==> src/sss_defines.vh <==
`ifndef SSS_DEFINES_VH
`define SSS_DEFINES_VH
// ==========================================
// Array geometry
`define SSS_NUM_COLS 192
`define SSS_NUM_ROWS 16
`define SSS_NARROW_FIRST 8'h20
`define SSS_NARROW_LAST 8'h9f
`define SSS_LAST_COL 8'hbf
`define SSS_CENTRE_COL 8'h60
// ==========================================
// Timing, clock 250 MHz
`define SSS_CLK_MHZ 250
`define SSS_POLL_MS 62
`define SSS_POLL_CYC (`SSS_POLL_MS * 1000 * `SSS_CLK_MHZ)
`define SSS_QUIET_US 200
`define SSS_QUIET_CYC (`SSS_QUIET_US * `SSS_CLK_MHZ)
`define SSS_NAV_SPACING_US 100
`define SSS_NAV_SPACING_CYC (`SSS_NAV_SPACING_US * `SSS_CLK_MHZ)
`define SSS_NAV_SAMPLES 10
`define SSS_NAV_FAST_HZ 100
`define SSS_NAV_SLOW_HZ 26
`define SSS_NAV_MIN_PERIOD_CYC (`SSS_CLK_MHZ * 1000000 / `SSS_NAV_FAST_HZ)
`define SSS_NAV_MAX_PERIOD_CYC (`SSS_CLK_MHZ * 1000000 / `SSS_NAV_SLOW_HZ)
// ==========================================
// Launch bit position in control byte 80h
`define SSS_CTRL_ADDR 8'h80
`define SSS_LAUNCH_BIT 2
// ==========================================
// Direction codes
`define SSS_DIR_NONE 3'h0
`define SSS_DIR_LEFT 3'h1
`define SSS_DIR_RIGHT 3'h2
`define SSS_DIR_UP 3'h3
`define SSS_DIR_DOWN 3'h4
`endif

==> src/sss_sequencer.v <==
`timescale 1ns/1ps
`include "sss_defines.vh"
module sss_sequencer #(
   parameter POLL_CYC = `SSS_POLL_CYC,
   parameter QUIET_CYC = `SSS_QUIET_CYC,
   parameter NAV_SPACING_CYC = `SSS_NAV_SPACING_CYC,
   parameter NAV_MIN_PERIOD = `SSS_NAV_MIN_PERIOD_CYC,
   parameter NAV_MAX_PERIOD = `SSS_NAV_MAX_PERIOD_CYC
) (
   input wire sys_clk,
   input wire sys_rst,
   input wire operation_launch_bit,
   input wire direction_report_mode,
   input wire [7:0] start_col,
   input wire [7:0] stop_col,
   input wire pixel_2bit,
   input wire [31:0] poll_period,
   input wire [31:0] nav_period,
   input wire host_bus_active,
   input wire finger_present,
   input wire [3:0] adc_value,
   input wire [2:0] nav_direction,
   output reg array_power,
   output reg core_clk_en,
   output reg [7:0] col_select,
   output reg [3:0] row_select,
   output reg sample_strobe,
   output reg [7:0] out_byte,
   output reg out_valid,
   output reg busy
);
   // ==========================================
   // States
   localparam ST_IDLE = 3'h0;
   localparam ST_POLL = 3'h1;
   localparam ST_SCAN = 3'h2;
   localparam ST_NAV_SAMPLE = 3'h3;
   localparam ST_NAV_MSG_LO = 3'h4;
   localparam ST_NAV_MSG_HI = 3'h5;
   localparam ST_NAV_SLEEP = 3'h6;

   reg [2:0] state;
   reg [31:0] timer;
   reg [31:0] quiet_cnt;
   reg [3:0] nav_cnt;
   reg [3:0] pix_lo;
   reg pix_half;
   reg nav_seen;
   reg [2:0] nav_dir_hold;
   reg [31:0] space_cnt;
   wire quiet = (quiet_cnt >= QUIET_CYC);
   wire [31:0] poll_eff = (poll_period == 32'h0) ? POLL_CYC : poll_period;
   wire [31:0] nav_clamped = (nav_period < NAV_MIN_PERIOD) ? NAV_MIN_PERIOD :
                             (nav_period > NAV_MAX_PERIOD) ? NAV_MAX_PERIOD : nav_period;
   wire [7:0] first_col = (start_col > stop_col) ? stop_col : start_col;
   wire [7:0] last_col = (stop_col > `SSS_LAST_COL) ? `SSS_LAST_COL : stop_col;
   wire [3:0] pix = pixel_2bit ? {2'h0, adc_value[3:2]} : adc_value;

   // ==========================================
   // Host bus inactivity
   always @(posedge sys_clk or posedge sys_rst) begin
      if (sys_rst) begin
         quiet_cnt <= 32'h0;
      end else if (host_bus_active) begin
         quiet_cnt <= 32'h0;
      end else if (!quiet) begin
         quiet_cnt <= quiet_cnt + 32'h1;
      end
   end

   // ==========================================
   // Sequencer
   always @(posedge sys_clk or posedge sys_rst) begin
      if (sys_rst) begin
         state <= ST_IDLE;
         timer <= 32'h0;
         nav_cnt <= 4'h0;
         pix_lo <= 4'h0;
         pix_half <= 1'b0;
         nav_seen <= 1'b0;
         nav_dir_hold <= `SSS_DIR_NONE;
         space_cnt <= 32'h0;
         array_power <= 1'b0;
         core_clk_en <= 1'b0;
         col_select <= 8'h0;
         row_select <= 4'h0;
         sample_strobe <= 1'b0;
         out_byte <= 8'h0;
         out_valid <= 1'b0;
         busy <= 1'b0;
      end else begin
         out_valid <= 1'b0;
         sample_strobe <= 1'b0;
         if (!operation_launch_bit) begin
            state <= ST_IDLE;
            array_power <= 1'b0;
            core_clk_en <= 1'b0;
            busy <= 1'b0;
            timer <= 32'h0;
         end else begin
            busy <= 1'b1;
            case (state)
               ST_IDLE: begin
                  timer <= 32'h0;
                  state <= direction_report_mode ? ST_NAV_SAMPLE : ST_POLL;
                  nav_cnt <= 4'h0;
                  nav_seen <= 1'b0;
                  space_cnt <= 32'h0;
               end
               ST_POLL: begin
                  if (quiet) begin
                     array_power <= 1'b0;
                     core_clk_en <= 1'b0;
                  end
                  if (timer >= poll_eff - 32'h1) begin
                     timer <= 32'h0;
                     sample_strobe <= 1'b1;
                     if (finger_present) begin
                        state <= ST_SCAN;
                        array_power <= 1'b1;
                        core_clk_en <= 1'b1;
                        col_select <= first_col;
                        row_select <= 4'h0;
                        pix_half <= 1'b0;
                     end
                  end else begin
                     timer <= timer + 32'h1;
                  end
               end
               ST_SCAN: begin
                  sample_strobe <= 1'b1;
                  if (!pix_half) begin
                     pix_lo <= pix;
                     pix_half <= 1'b1;
                  end else begin
                     out_byte <= {pix, pix_lo};
                     out_valid <= 1'b1;
                     pix_half <= 1'b0;
                  end
                  if (row_select == 4'hf) begin
                     row_select <= 4'h0;
                     if (col_select >= last_col) begin
                        col_select <= first_col;
                        if (!finger_present) begin
                           state <= ST_POLL;
                           array_power <= 1'b0;
                           timer <= 32'h0;
                        end
                     end else begin
                        col_select <= col_select + 8'h1;
                     end
                  end else begin
                     row_select <= row_select + 4'h1;
                  end
               end
               ST_NAV_SAMPLE: begin
                  array_power <= 1'b1;
                  core_clk_en <= 1'b1;
                  col_select <= `SSS_CENTRE_COL;
                  timer <= timer + 32'h1;
                  if (space_cnt >= NAV_SPACING_CYC - 1) begin
                     space_cnt <= 32'h0;
                     sample_strobe <= 1'b1;
                     nav_seen <= nav_seen | finger_present;
                     nav_dir_hold <= nav_direction;
                     if (nav_cnt == `SSS_NAV_SAMPLES - 1) begin
                        nav_cnt <= 4'h0;
                        state <= ST_NAV_MSG_LO;
                     end else begin
                        nav_cnt <= nav_cnt + 4'h1;
                     end
                  end else begin
                     space_cnt <= space_cnt + 32'h1;
                  end
               end
               ST_NAV_MSG_LO: begin
                  out_byte <= {5'h0, nav_dir_hold};
                  out_valid <= 1'b1;
                  timer <= timer + 32'h1;
                  state <= ST_NAV_MSG_HI;
               end
               ST_NAV_MSG_HI: begin
                  out_byte <= {7'h0, nav_seen};
                  out_valid <= 1'b1;
                  array_power <= 1'b0;
                  timer <= timer + 32'h1;
                  nav_seen <= 1'b0;
                  state <= ST_NAV_SLEEP;
               end
               ST_NAV_SLEEP: begin
                  if (quiet) begin
                     core_clk_en <= 1'b0;
                  end
                  if (timer >= nav_clamped - 32'h1) begin
                     timer <= 32'h0;
                     space_cnt <= 32'h0;
                     state <= ST_NAV_SAMPLE;
                  end else begin
                     timer <= timer + 32'h1;
                  end
               end
               default: begin
                  state <= ST_IDLE;
               end
            endcase
         end
      end
   end
endmodule

==> config.mk <==
export PLATFORM = sky130hd
export DESIGN_NAME = sss_sequencer
export DESIGN_NICKNAME = d
export VERILOG_FILES = /design/src/sss_sequencer.v
export VERILOG_INCLUDE_DIRS = /design/src
export SDC_FILE = /design/constraint.sdc
export NUM_CORES = 1
export LEC_CHECK = 0
export ABC_AREA = 1
export BUFFER_PORTS_ARGS = -buffer_cell sky130_fd_sc_hd__buf_2
export CAP_MARGIN = 20
export CORE_MARGIN = 3
export CORE_UTILIZATION = 60
export DETAILED_ROUTE_END_ITERATION = 7
export HOLD_SLACK_MARGIN = 0.08
export PLACE_DENSITY = 0.91
export SYNTH_ARGS = -nofsm -noshare
export SYNTH_HDL_FRONTEND = slang
export SYNTH_SLANG_ARGS = --single-unit
==> constraint.sdc <==
create_clock -name sys_clk -period 6.4 [get_ports sys_clk]
set_input_delay 1.92 -clock sys_clk [delete_from_list [all_inputs] [get_ports sys_clk]]
set_output_delay 1.92 -clock sys_clk [all_outputs]
set_load 0.01 [all_outputs]
; Yosys cells after proc, flatten, opt, wreduce, memory -nomap -nowiden
; Cells that the tools add are included.
[totals]
regBits = 137
input_bits = 94
out_inout_bits = 25
word_cells = 154
[op_classes]
n_addsub = 8
order_cmp = 9
n_eq_ne = 26
muxes = 70
bitwise = 2
n_reduce_logical = 22
[op_table]
columns = cell, n
row1 = $mux 32, 13
row2 = $pmux 32 s5, 1
row3 = $add 32x1->32 const B, 3
row4 = $pmux 32 s3, 1
row5 = $ge 32x32->1, 2
row6 = $sub 32x1->32 const B, 2
row7 = $mux 8, 7
row8 = $pmux 8 s3, 2
row9 = $ge 32x15->1 const B, 1
row10 = $ge 32x16->1 const B, 1
row11 = $gt 32x24->1 const B, 1
row12 = $logic_not 32->1, 1
row13 = $lt 32x22->1 const B, 1
row14 = $mux 3, 9
row15 = $mux 4, 6
row16 = $ne 3x3->1 const B, 8
row17 = $mux 1, 21
row18 = $pmux 3 s7, 1
row19 = $reduce_and 3->1, 6
row20 = $pmux 4 s2, 2
row21 = $ne 2x2->1 const B, 7
row22 = $reduce_and 4->1, 3
row23 = $eq 3x3->1 const B, 3
row24 = $reduce_bool 3->1, 3
row25 = 23 further kinds, 32

; Longest topological paths before layout
; Gate-level depths: netlist of the first run.
[logic_depth]
depth_word = 8
mapped_depth = 33
depth_no_buf = 32

; Worst setup path after synthesis of the first run
; No wires, ideal clock.
[synth_path]
kind = input to register
start = input nav_period[22]
end = register space_cnt[15]
setup_ns = 0.137
arrival_ns = 5.114
t_required_ns = 6.263
slack_ns = 1.149
path_stages = 28
n_path_buf = 3
path_cell_list = inv_1 -> nand2_1 -> nor2_1 -> nand3_1 -> nor2_1 -> nand2_1 -> nand2_2 -> nand2_4 -> buf_6 -> nand2_1 -> ha_1 -> nand3_2 -> nor2_1 -> nand2_1 -> nor2_2 -> nand2_1 -> nand2_1 -> nand2_1 -> ha_1 -> nand2_1 -> nor2_1 -> nand4_1 -> nor2_1 -> nand2_1 -> nand2_1 -> clkbuf_1 -> clkbuf_1 -> a21oi_1
[synth_via]
elab_chain_len = 7
word_cells_on_any_way = 8
classes_between = 1 x add/sub / 3 x order compare / 1 x eq/ne / 2 x mux / 1 x reduce/logical
[synth_lines]
columns = element, line_no
row1 = from (decl), sss_sequencer.v:18  ; input wire [31:0] nav_period,
row2 = $gt 32x24->1, sss_sequencer.v:54  ; (nav_period > NAV_MAX_PERIOD) ? NAV_MAX_PERIOD : nav_period;
row3 = $mux 32, sss_sequencer.v:54
row4 = $mux 32 (*), sss_sequencer.v:53  ; wire [31:0] nav_clamped = (nav_period < NAV_MIN_PERIOD) ? NAV_MIN_PERIOD :
row5 = $sub 32x1->32 (*), sss_sequencer.v:194  ; if (timer >= nav_clamped - 32'h1) begin
row6 = $ge 32x32->1 (*), sss_sequencer.v:194
row7 = $ne 2x2->1 (no source line) (*), n/a
row8 = $reduce_and 3->1 (no source line) (*), n/a
row9 = to (signal assigned), sss_sequencer.v:173  ; space_cnt <= space_cnt + 32'h1;
row10 = to (decl), sss_sequencer.v:50  ; reg [31:0] space_cnt;
; Every way passes the cells marked *; elsewhere a longest branch is shown, timed or not.
; A chain may end at the register's enable or synchronous reset.

; Worst setup path in the final report of the first run
[layout_path]
start = input nav_period[24]
end = register space_cnt[14]
; Same word-level chain as after synthesis.

==> impl_metrics.ini, run 1 <==
[clock_network]
cts_resized = 0
clk_pin_slew_ns = 0.06
max-clock-path-buffers = 2
cts_root_buf = clkbuf_16
cts_made_buffers = 17
insertion_delay_ns = 0.43
htreeDepth = 4
cts_setup_buffers = 0
clock_sinks = 137
cts_tree = yes
cts_hold_buf = 0

[critical_path]
critPathRequiredTime_ns = 6.72
rr_worst_depth = 12
arrival_ns = 6.24
crit_path_max_fanout = 27
start_kind = primary input
critical_path_class = in2reg
end_kind = register

[routing]
top_layer = met4
firstDrtPassIters = 5
wl_met3_um = 1690
vias_per_cell = 5.69
wl_per_cell_um = 14.8
wl_um = 30100
met2_length_um = 14800
met1Wirelength_um = 12400
vias = 11530
antenna_left = 0
drc = 0
drt_iter0_drc = 1021

[status]
status = completed

[global_routing]
grt_usage_pct = 29.6
grt_pass1_wl_um = 50100
grt.overflow.total = 0
antenna_found_initial = 0
grt_pass1_vias = 10994
grt_max_degree = 60

[sta]
worst_pin_slew_ns = 0.754
fin_crit_ns = 5.92
finalSetupTns_ns = 0
slew_headroom_pct = 49.8
rsz0062_at_grt = false
skew_ns = 0.0100
maxSlewViolCount = 0
fmax_ghz = 0.169
finalCritPeriodShare_pct = 92.5
finalSetupViolCount = 0
hold_viol_final = 0

[floorplan]
fp-row-count = 49
design.die.area_um2 = 20500
die_h_um = 143
initial_utilization_pct = 61.9
coreArea_um2 = 18200
die_width_um = 143
io_pins = 119

[pwr]
p_per_area_nw_per_um2 = 232
p_leak_nw = 6.37
power.share.clock_pct = 32.7
switching_share_pct = 37.1
vdd_drop_max_v = 0.000155
p_sw_mw = 1.09
combPwrFrac_pct = 30.1
seq_power_share_pct = 37.3
intPower_mw = 1.85

[finish]
stdcell_area_um2 = 12700
n_antenna_cell = 0
syn2layout_area_growth_pct = 12.4
fin_util_pct = 69.6
nNetsFinal = 1969
drive_above_1_share_pct = 11.8

[placement]
dpl.hpwl_um = 22800
routabilityCongestion = 0.951
portBuffers = 118
postPlaceCellArea_um2 = 12100

[synth]
synth.most_common_cell = nand2_1
synth_area_um2 = 11300
synth_top_cells_by_count = nand2_1, nor2_1, inv_1
syn_area_per_cell_um2 = 6.80
ys.flop_type = dfrtp_1
ys_warn_count = 0
yosysTopAreaCellShare_pct = 30.4
synthDistinctLibCells = 50
postSynthRegisterBits = 137
synth_async_sr_flop_share_pct = 100
synth_edf_count = 0
synth_area_leaders = dfrtp_1, nand2_1, ha_1
yosysTopAreaCell = dfrtp_1
synth_sequential_area_ratio_pct = 30.4
synth_cells = 1658

[min_path]
hold_depth = 2
hp-class = reg2reg

[flow_run]
maxCapViolations = 0
==> worst max-delay path, cell delays in order <==
cell	delay, ns
buf_2	0.09
nor2_1	0.09
nand4_1	0.20
nor2_1	0.38
nand2_2	0.37
nand2_1	0.25
nand3_2	0.14
nor2_1	0.13
nand2_1	0.17
nor2_2	0.21
nand2_1	0.07
nand2_1	0.06
nand2_1	0.06
ha_1	0.31
nand2_1	0.06
nor2_1	0.13
nand4_1	0.10
nor2_1	0.17
nand2_1	0.11
nand2_1	0.27
nand2_2	0.33
nor2_2	0.40
o21ba_2	0.22
==> worst paths after layout <==
| check | startpoint | to | slack (ns) |
|---|---|---|---|
| worst max-delay path | nav_period[24] | space_cnt[14] | 0.48 |
| worst max register to register | timer[15] | space_cnt[14] | 3.44 |
| worst min-delay path | quiet_cnt[17] | quiet_cnt[17] | 0.47 |
| worst min register to register | quiet_cnt[17] | quiet_cnt[17] | 0.47 |
| min in group asynchronous | sys_rst | out_byte[7] | 1.49 |
| max in group asynchronous | sys_rst | timer[2] | 3.80 |
==> cells in the final DEF (no fill, tap or decap), drive strengths merged, types with 2 or more instances in the layout <==
master and instances:
nor4 11, conb 8, clkinv 4, o31ai 7, xnor2 27, xor2 45, nor3b 7, buf 124
o211ai 7, o21a 4, nand3 94, a22oi 2, and2 2, ha 90, a21oi 89, a31oi 11
inv 225, or2 9, o21bai 6, dfrtp 137, nor2 239, a21boi 4, clkbuf 20, o22ai 2
o21ai 82, nor3 49, nand2 429, clkinvlp 3, nand3b 7, nand4 46
==> power groups by stage <==
stage,combinational (mW),clock (mW),sequential [mW]
detailed placement,0.858,0,1.11
global placement,0.817,0,1.10
finish,0.883,0.960,1.09
floorplan,0.579,0,1.10
CTS,0.872,0.959,1.09
global route,0.997,0.995,1.11
==> kinds of logic after synthesis <==
kind of cell / share of synthesized area [%]
AND/OR/NAND/NOR: 34.3
buffers and inverters: 8.61
AO/OA/AOI/OAI: 11.0
flip-flops: 30.4
adder cells (fa/ha/maj): 9.98
XOR/XNOR: 5.59
other: 0.0332
multiplexers: 0.0998
==> layer usage <==
layer / vias to the layer above / GRT usage [%]
met5: - / 0
met4: 0 / 13.0
met3: 107 / 3.75
met2: 453 / 52.0
met1: 5302 / 36.4
li1: 5668 / -
==> sequential cells by signal, summed over array words and instances (netlist names), 3 cells and up <==
name          flops
quiet_cnt        32
space_cnt        32
timer            32
col_select        8
out_byte          8
nav_cnt           4
pix_lo            4
row_select        4
nav_dir_hold      3
state             3
==> final cells by class <==
type / instances / area [µm²]
Sequential cell: 137 / 3430
Multi-Input combinational cell: 1284 / 6910
Timing Repair Buffer: 124 / 643
Tap cell: 229 / 287
Fill cell: 1444 / 5530
Clock inverter: 12 / 114
Clock buffer: 20 / 467
Inverter: 221 / 832
==> metrics by stage <==
stage | worst slack [ns] | hold slack (ns) | power [mW] | cells
6_report | 0.478 | 0.475 | 2.94 | 2027
5_1_grt | 0.0631 | 0.492 | 3.10 | 2027
4_1_cts | 0.592 | 0.477 | 2.92 | 2027
3_5_place_dp | 0.165 | 0.465 | 1.96 | 1995
3_3_place_gp | 0.377 | 0.458 | 1.92 | 1994
2_1_floorplan | 0.812 | 0.445 | 1.68 | 1665
Note: power is estimated with default switching activity, not from simulation.
==> inputs of run 2 (changes only) <==
HOLD_SLACK_MARGIN = not set   (was 0.08)
clock period = 5.9 ns   (was 6.4 ns; I/O delays follow)
==> run 2 against run 1 <==
Wire length decreased by 1.5%; largest cell class unchanged; flip-flop and latch count stayed put; first-iteration DRC count down 1.6%; design area increased by 0.27%; global-route usage decreased by 0.44 points; clock skew rose by 0.0045 ns; sequential power rose by 9%.
==> impl_metrics.ini, run 2 (synthesized netlist as in run 1, its figures left out) <==
[critical_path]
reg2reg_from = timer[15]
end_kind = register
critPathRequiredTime_ns = 6.21
arrival_ns = 5.77
rr_worst_depth = 14
critical_path_class = in2reg
cpMostUsedCell = nand2_1
r2r-end = timer[15]
cp_slowest_cell = nor3_1
start_kind = primary input
rrSetupSlack_ns = 3.22
max_stage_delay_ns = 0.34
crit_path_max_fanout = 25

[global_routing]
grt_max_degree = 67
grt_usage_pct = 29.2
grt.overflow.total = 0
grt_pass1_wl_um = 49400
antenna_found_initial = 0
grt_pass1_vias = 10947

[clock_network]
insertion_delay_ns = 0.43
cts_root_buf = clkbuf_16
clk_pin_slew_ns = 0.05
cts_made_buffers = 17
cts_hold_buf = 0
htreeDepth = 4
cts_tree = yes
clock_sinks = 137
max-clock-path-buffers = 2

[sta]
finalSetupViolCount = 0
fin_crit_ns = 5.46
fmax_ghz = 0.183
whs_ns = 0.471
finalCritPeriodShare_pct = 92.6
hold_viol_final = 0
worst_pin_slew_ns = 0.809
maxSlewViolCount = 0
slew_headroom_pct = 46.1
skew_ns = 0.0145
rsz0062_at_grt = false

[min_path]
hold_depth = 2
hp-class = reg2reg
hp-start = quiet_cnt[31]
min_to = quiet_cnt[31]

[pwr]
total_power_mw = 3.21
vdd_drop_max_v = 0.000205
power.share.clock_pct = 32.9
p_sw_mw = 1.17
p_leak_nw = 6.40
intPower_mw = 2.05
seq_power_share_pct = 37.0
combPwrFrac_pct = 30.2
p_per_area_nw_per_um2 = 253
switching_share_pct = 36.3

[routing]
firstDrtPassIters = 7
wl_um = 29600
vias = 11467
vias_per_cell = 5.65
drt_iter0_drc = 1005
wl_per_cell_um = 14.6
drc = 0
antenna_left = 0

[status]
status = completed

[finish]
fillers = 1485
seq_area_um2 = 3430
stdcell_area_um2 = 12700
nNetsFinal = 1973
syn2layout_area_growth_pct = 12.7
drive_above_1_share_pct = 11.9
layout_common_cells = nand2_1, nor2_1, inv_1
reg_top3 = quiet_cnt x32, space_cnt x32, timer x32
layout_commonest_cell = nand2_1
multi_input_area_um2 = 6910
n_antenna_cell = 0

[floorplan]
die_h_um = 143
initial_utilization_pct = 61.9
fp-row-count = 49
io_pins = 119
design.die.area_um2 = 20500
die_width_um = 143
coreArea_um2 = 18200

[placement]
postPlaceCellArea_um2 = 12100
routabilityCongestion = 0.986
portBuffers = 118
dpl.hpwl_um = 22600

[flow_run]
maxCapViolations = 0
-- run 2: stage by stage --
step	setup slack [ns]	setup TNS [ns]	utilization, %	std cells
floorplan	0.462	0	-	1665
CTS	0.398	0	69.8	2030
global placement	0.271	0	66.5	1999
global route	0.0393	0	69.8	2030
detailed placement	-0.0216	-0.0275	66.5	1999
finish	0.438	0	69.8	2030
-- run 2: repair_timing --
action / 4_1_cts / 5_1_grt
setup endpoints to repair: 0 / 22
resized for setup: 0 / 1
setup buffers: 0 / 0
-- run 2: worst max path at each step --
| stage | from | endpoint | cells after the start |
|---|---|---|---|
| after floorplan | sys_rst | array_power | 1 |
| after global placement | nav_period[22] | timer[21] | 29 |
| after detailed placement | nav_period[22] | timer[4] | 31 |
| after CTS | nav_period[22] | timer[4] | 31 |
| after global routing | nav_period[22] | timer[21] | 31 |
| final | nav_period[22] | timer[15] | 32 |
-- run 2: layout make-up --
| class | instances | share of cell area, % |
|---|---|---|
| repair buffers | 128 | 5.24 |
| well taps | 229 | 2.25 |
| multi-input cells | 1284 | 54.4 |
| flip-flops and latches | 137 | 27.0 |
| clock inverters | 10 | 0.916 |
| clock buffers | 21 | 3.70 |
| inverters | 221 | 6.55 |
-- run 2: per-layer routing --
metal / global-route usage (%) / share of wire, %
met1: 36.0 / 41
met2: 50.0 / 49
met3: 5.59 / 6.1
met4: 12.2 / 3.5
met5: 0 / 0
-- run 2: power by group through the flow --
| stage | Combinational, mW | Sequential, mW | Clock [mW] |
|---|---|---|---|
| after floorplan | 0.628 | 1.20 | 0 |
| after global placement | 0.903 | 1.19 | 0 |
| after detailed placement | 0.939 | 1.20 | 0 |
| after CTS | 0.960 | 1.18 | 1.06 |
| after global routing | 1.09 | 1.20 | 1.10 |
| final | 0.969 | 1.19 | 1.06 |
-- run 2: critical path, delay by kind of cell --
family / cells / cell delay, ns
and+or+nand+nor: 24 / 2.72
buffers and inverters: 6 / 0.76
adders and majority gates: 2 / 0.50
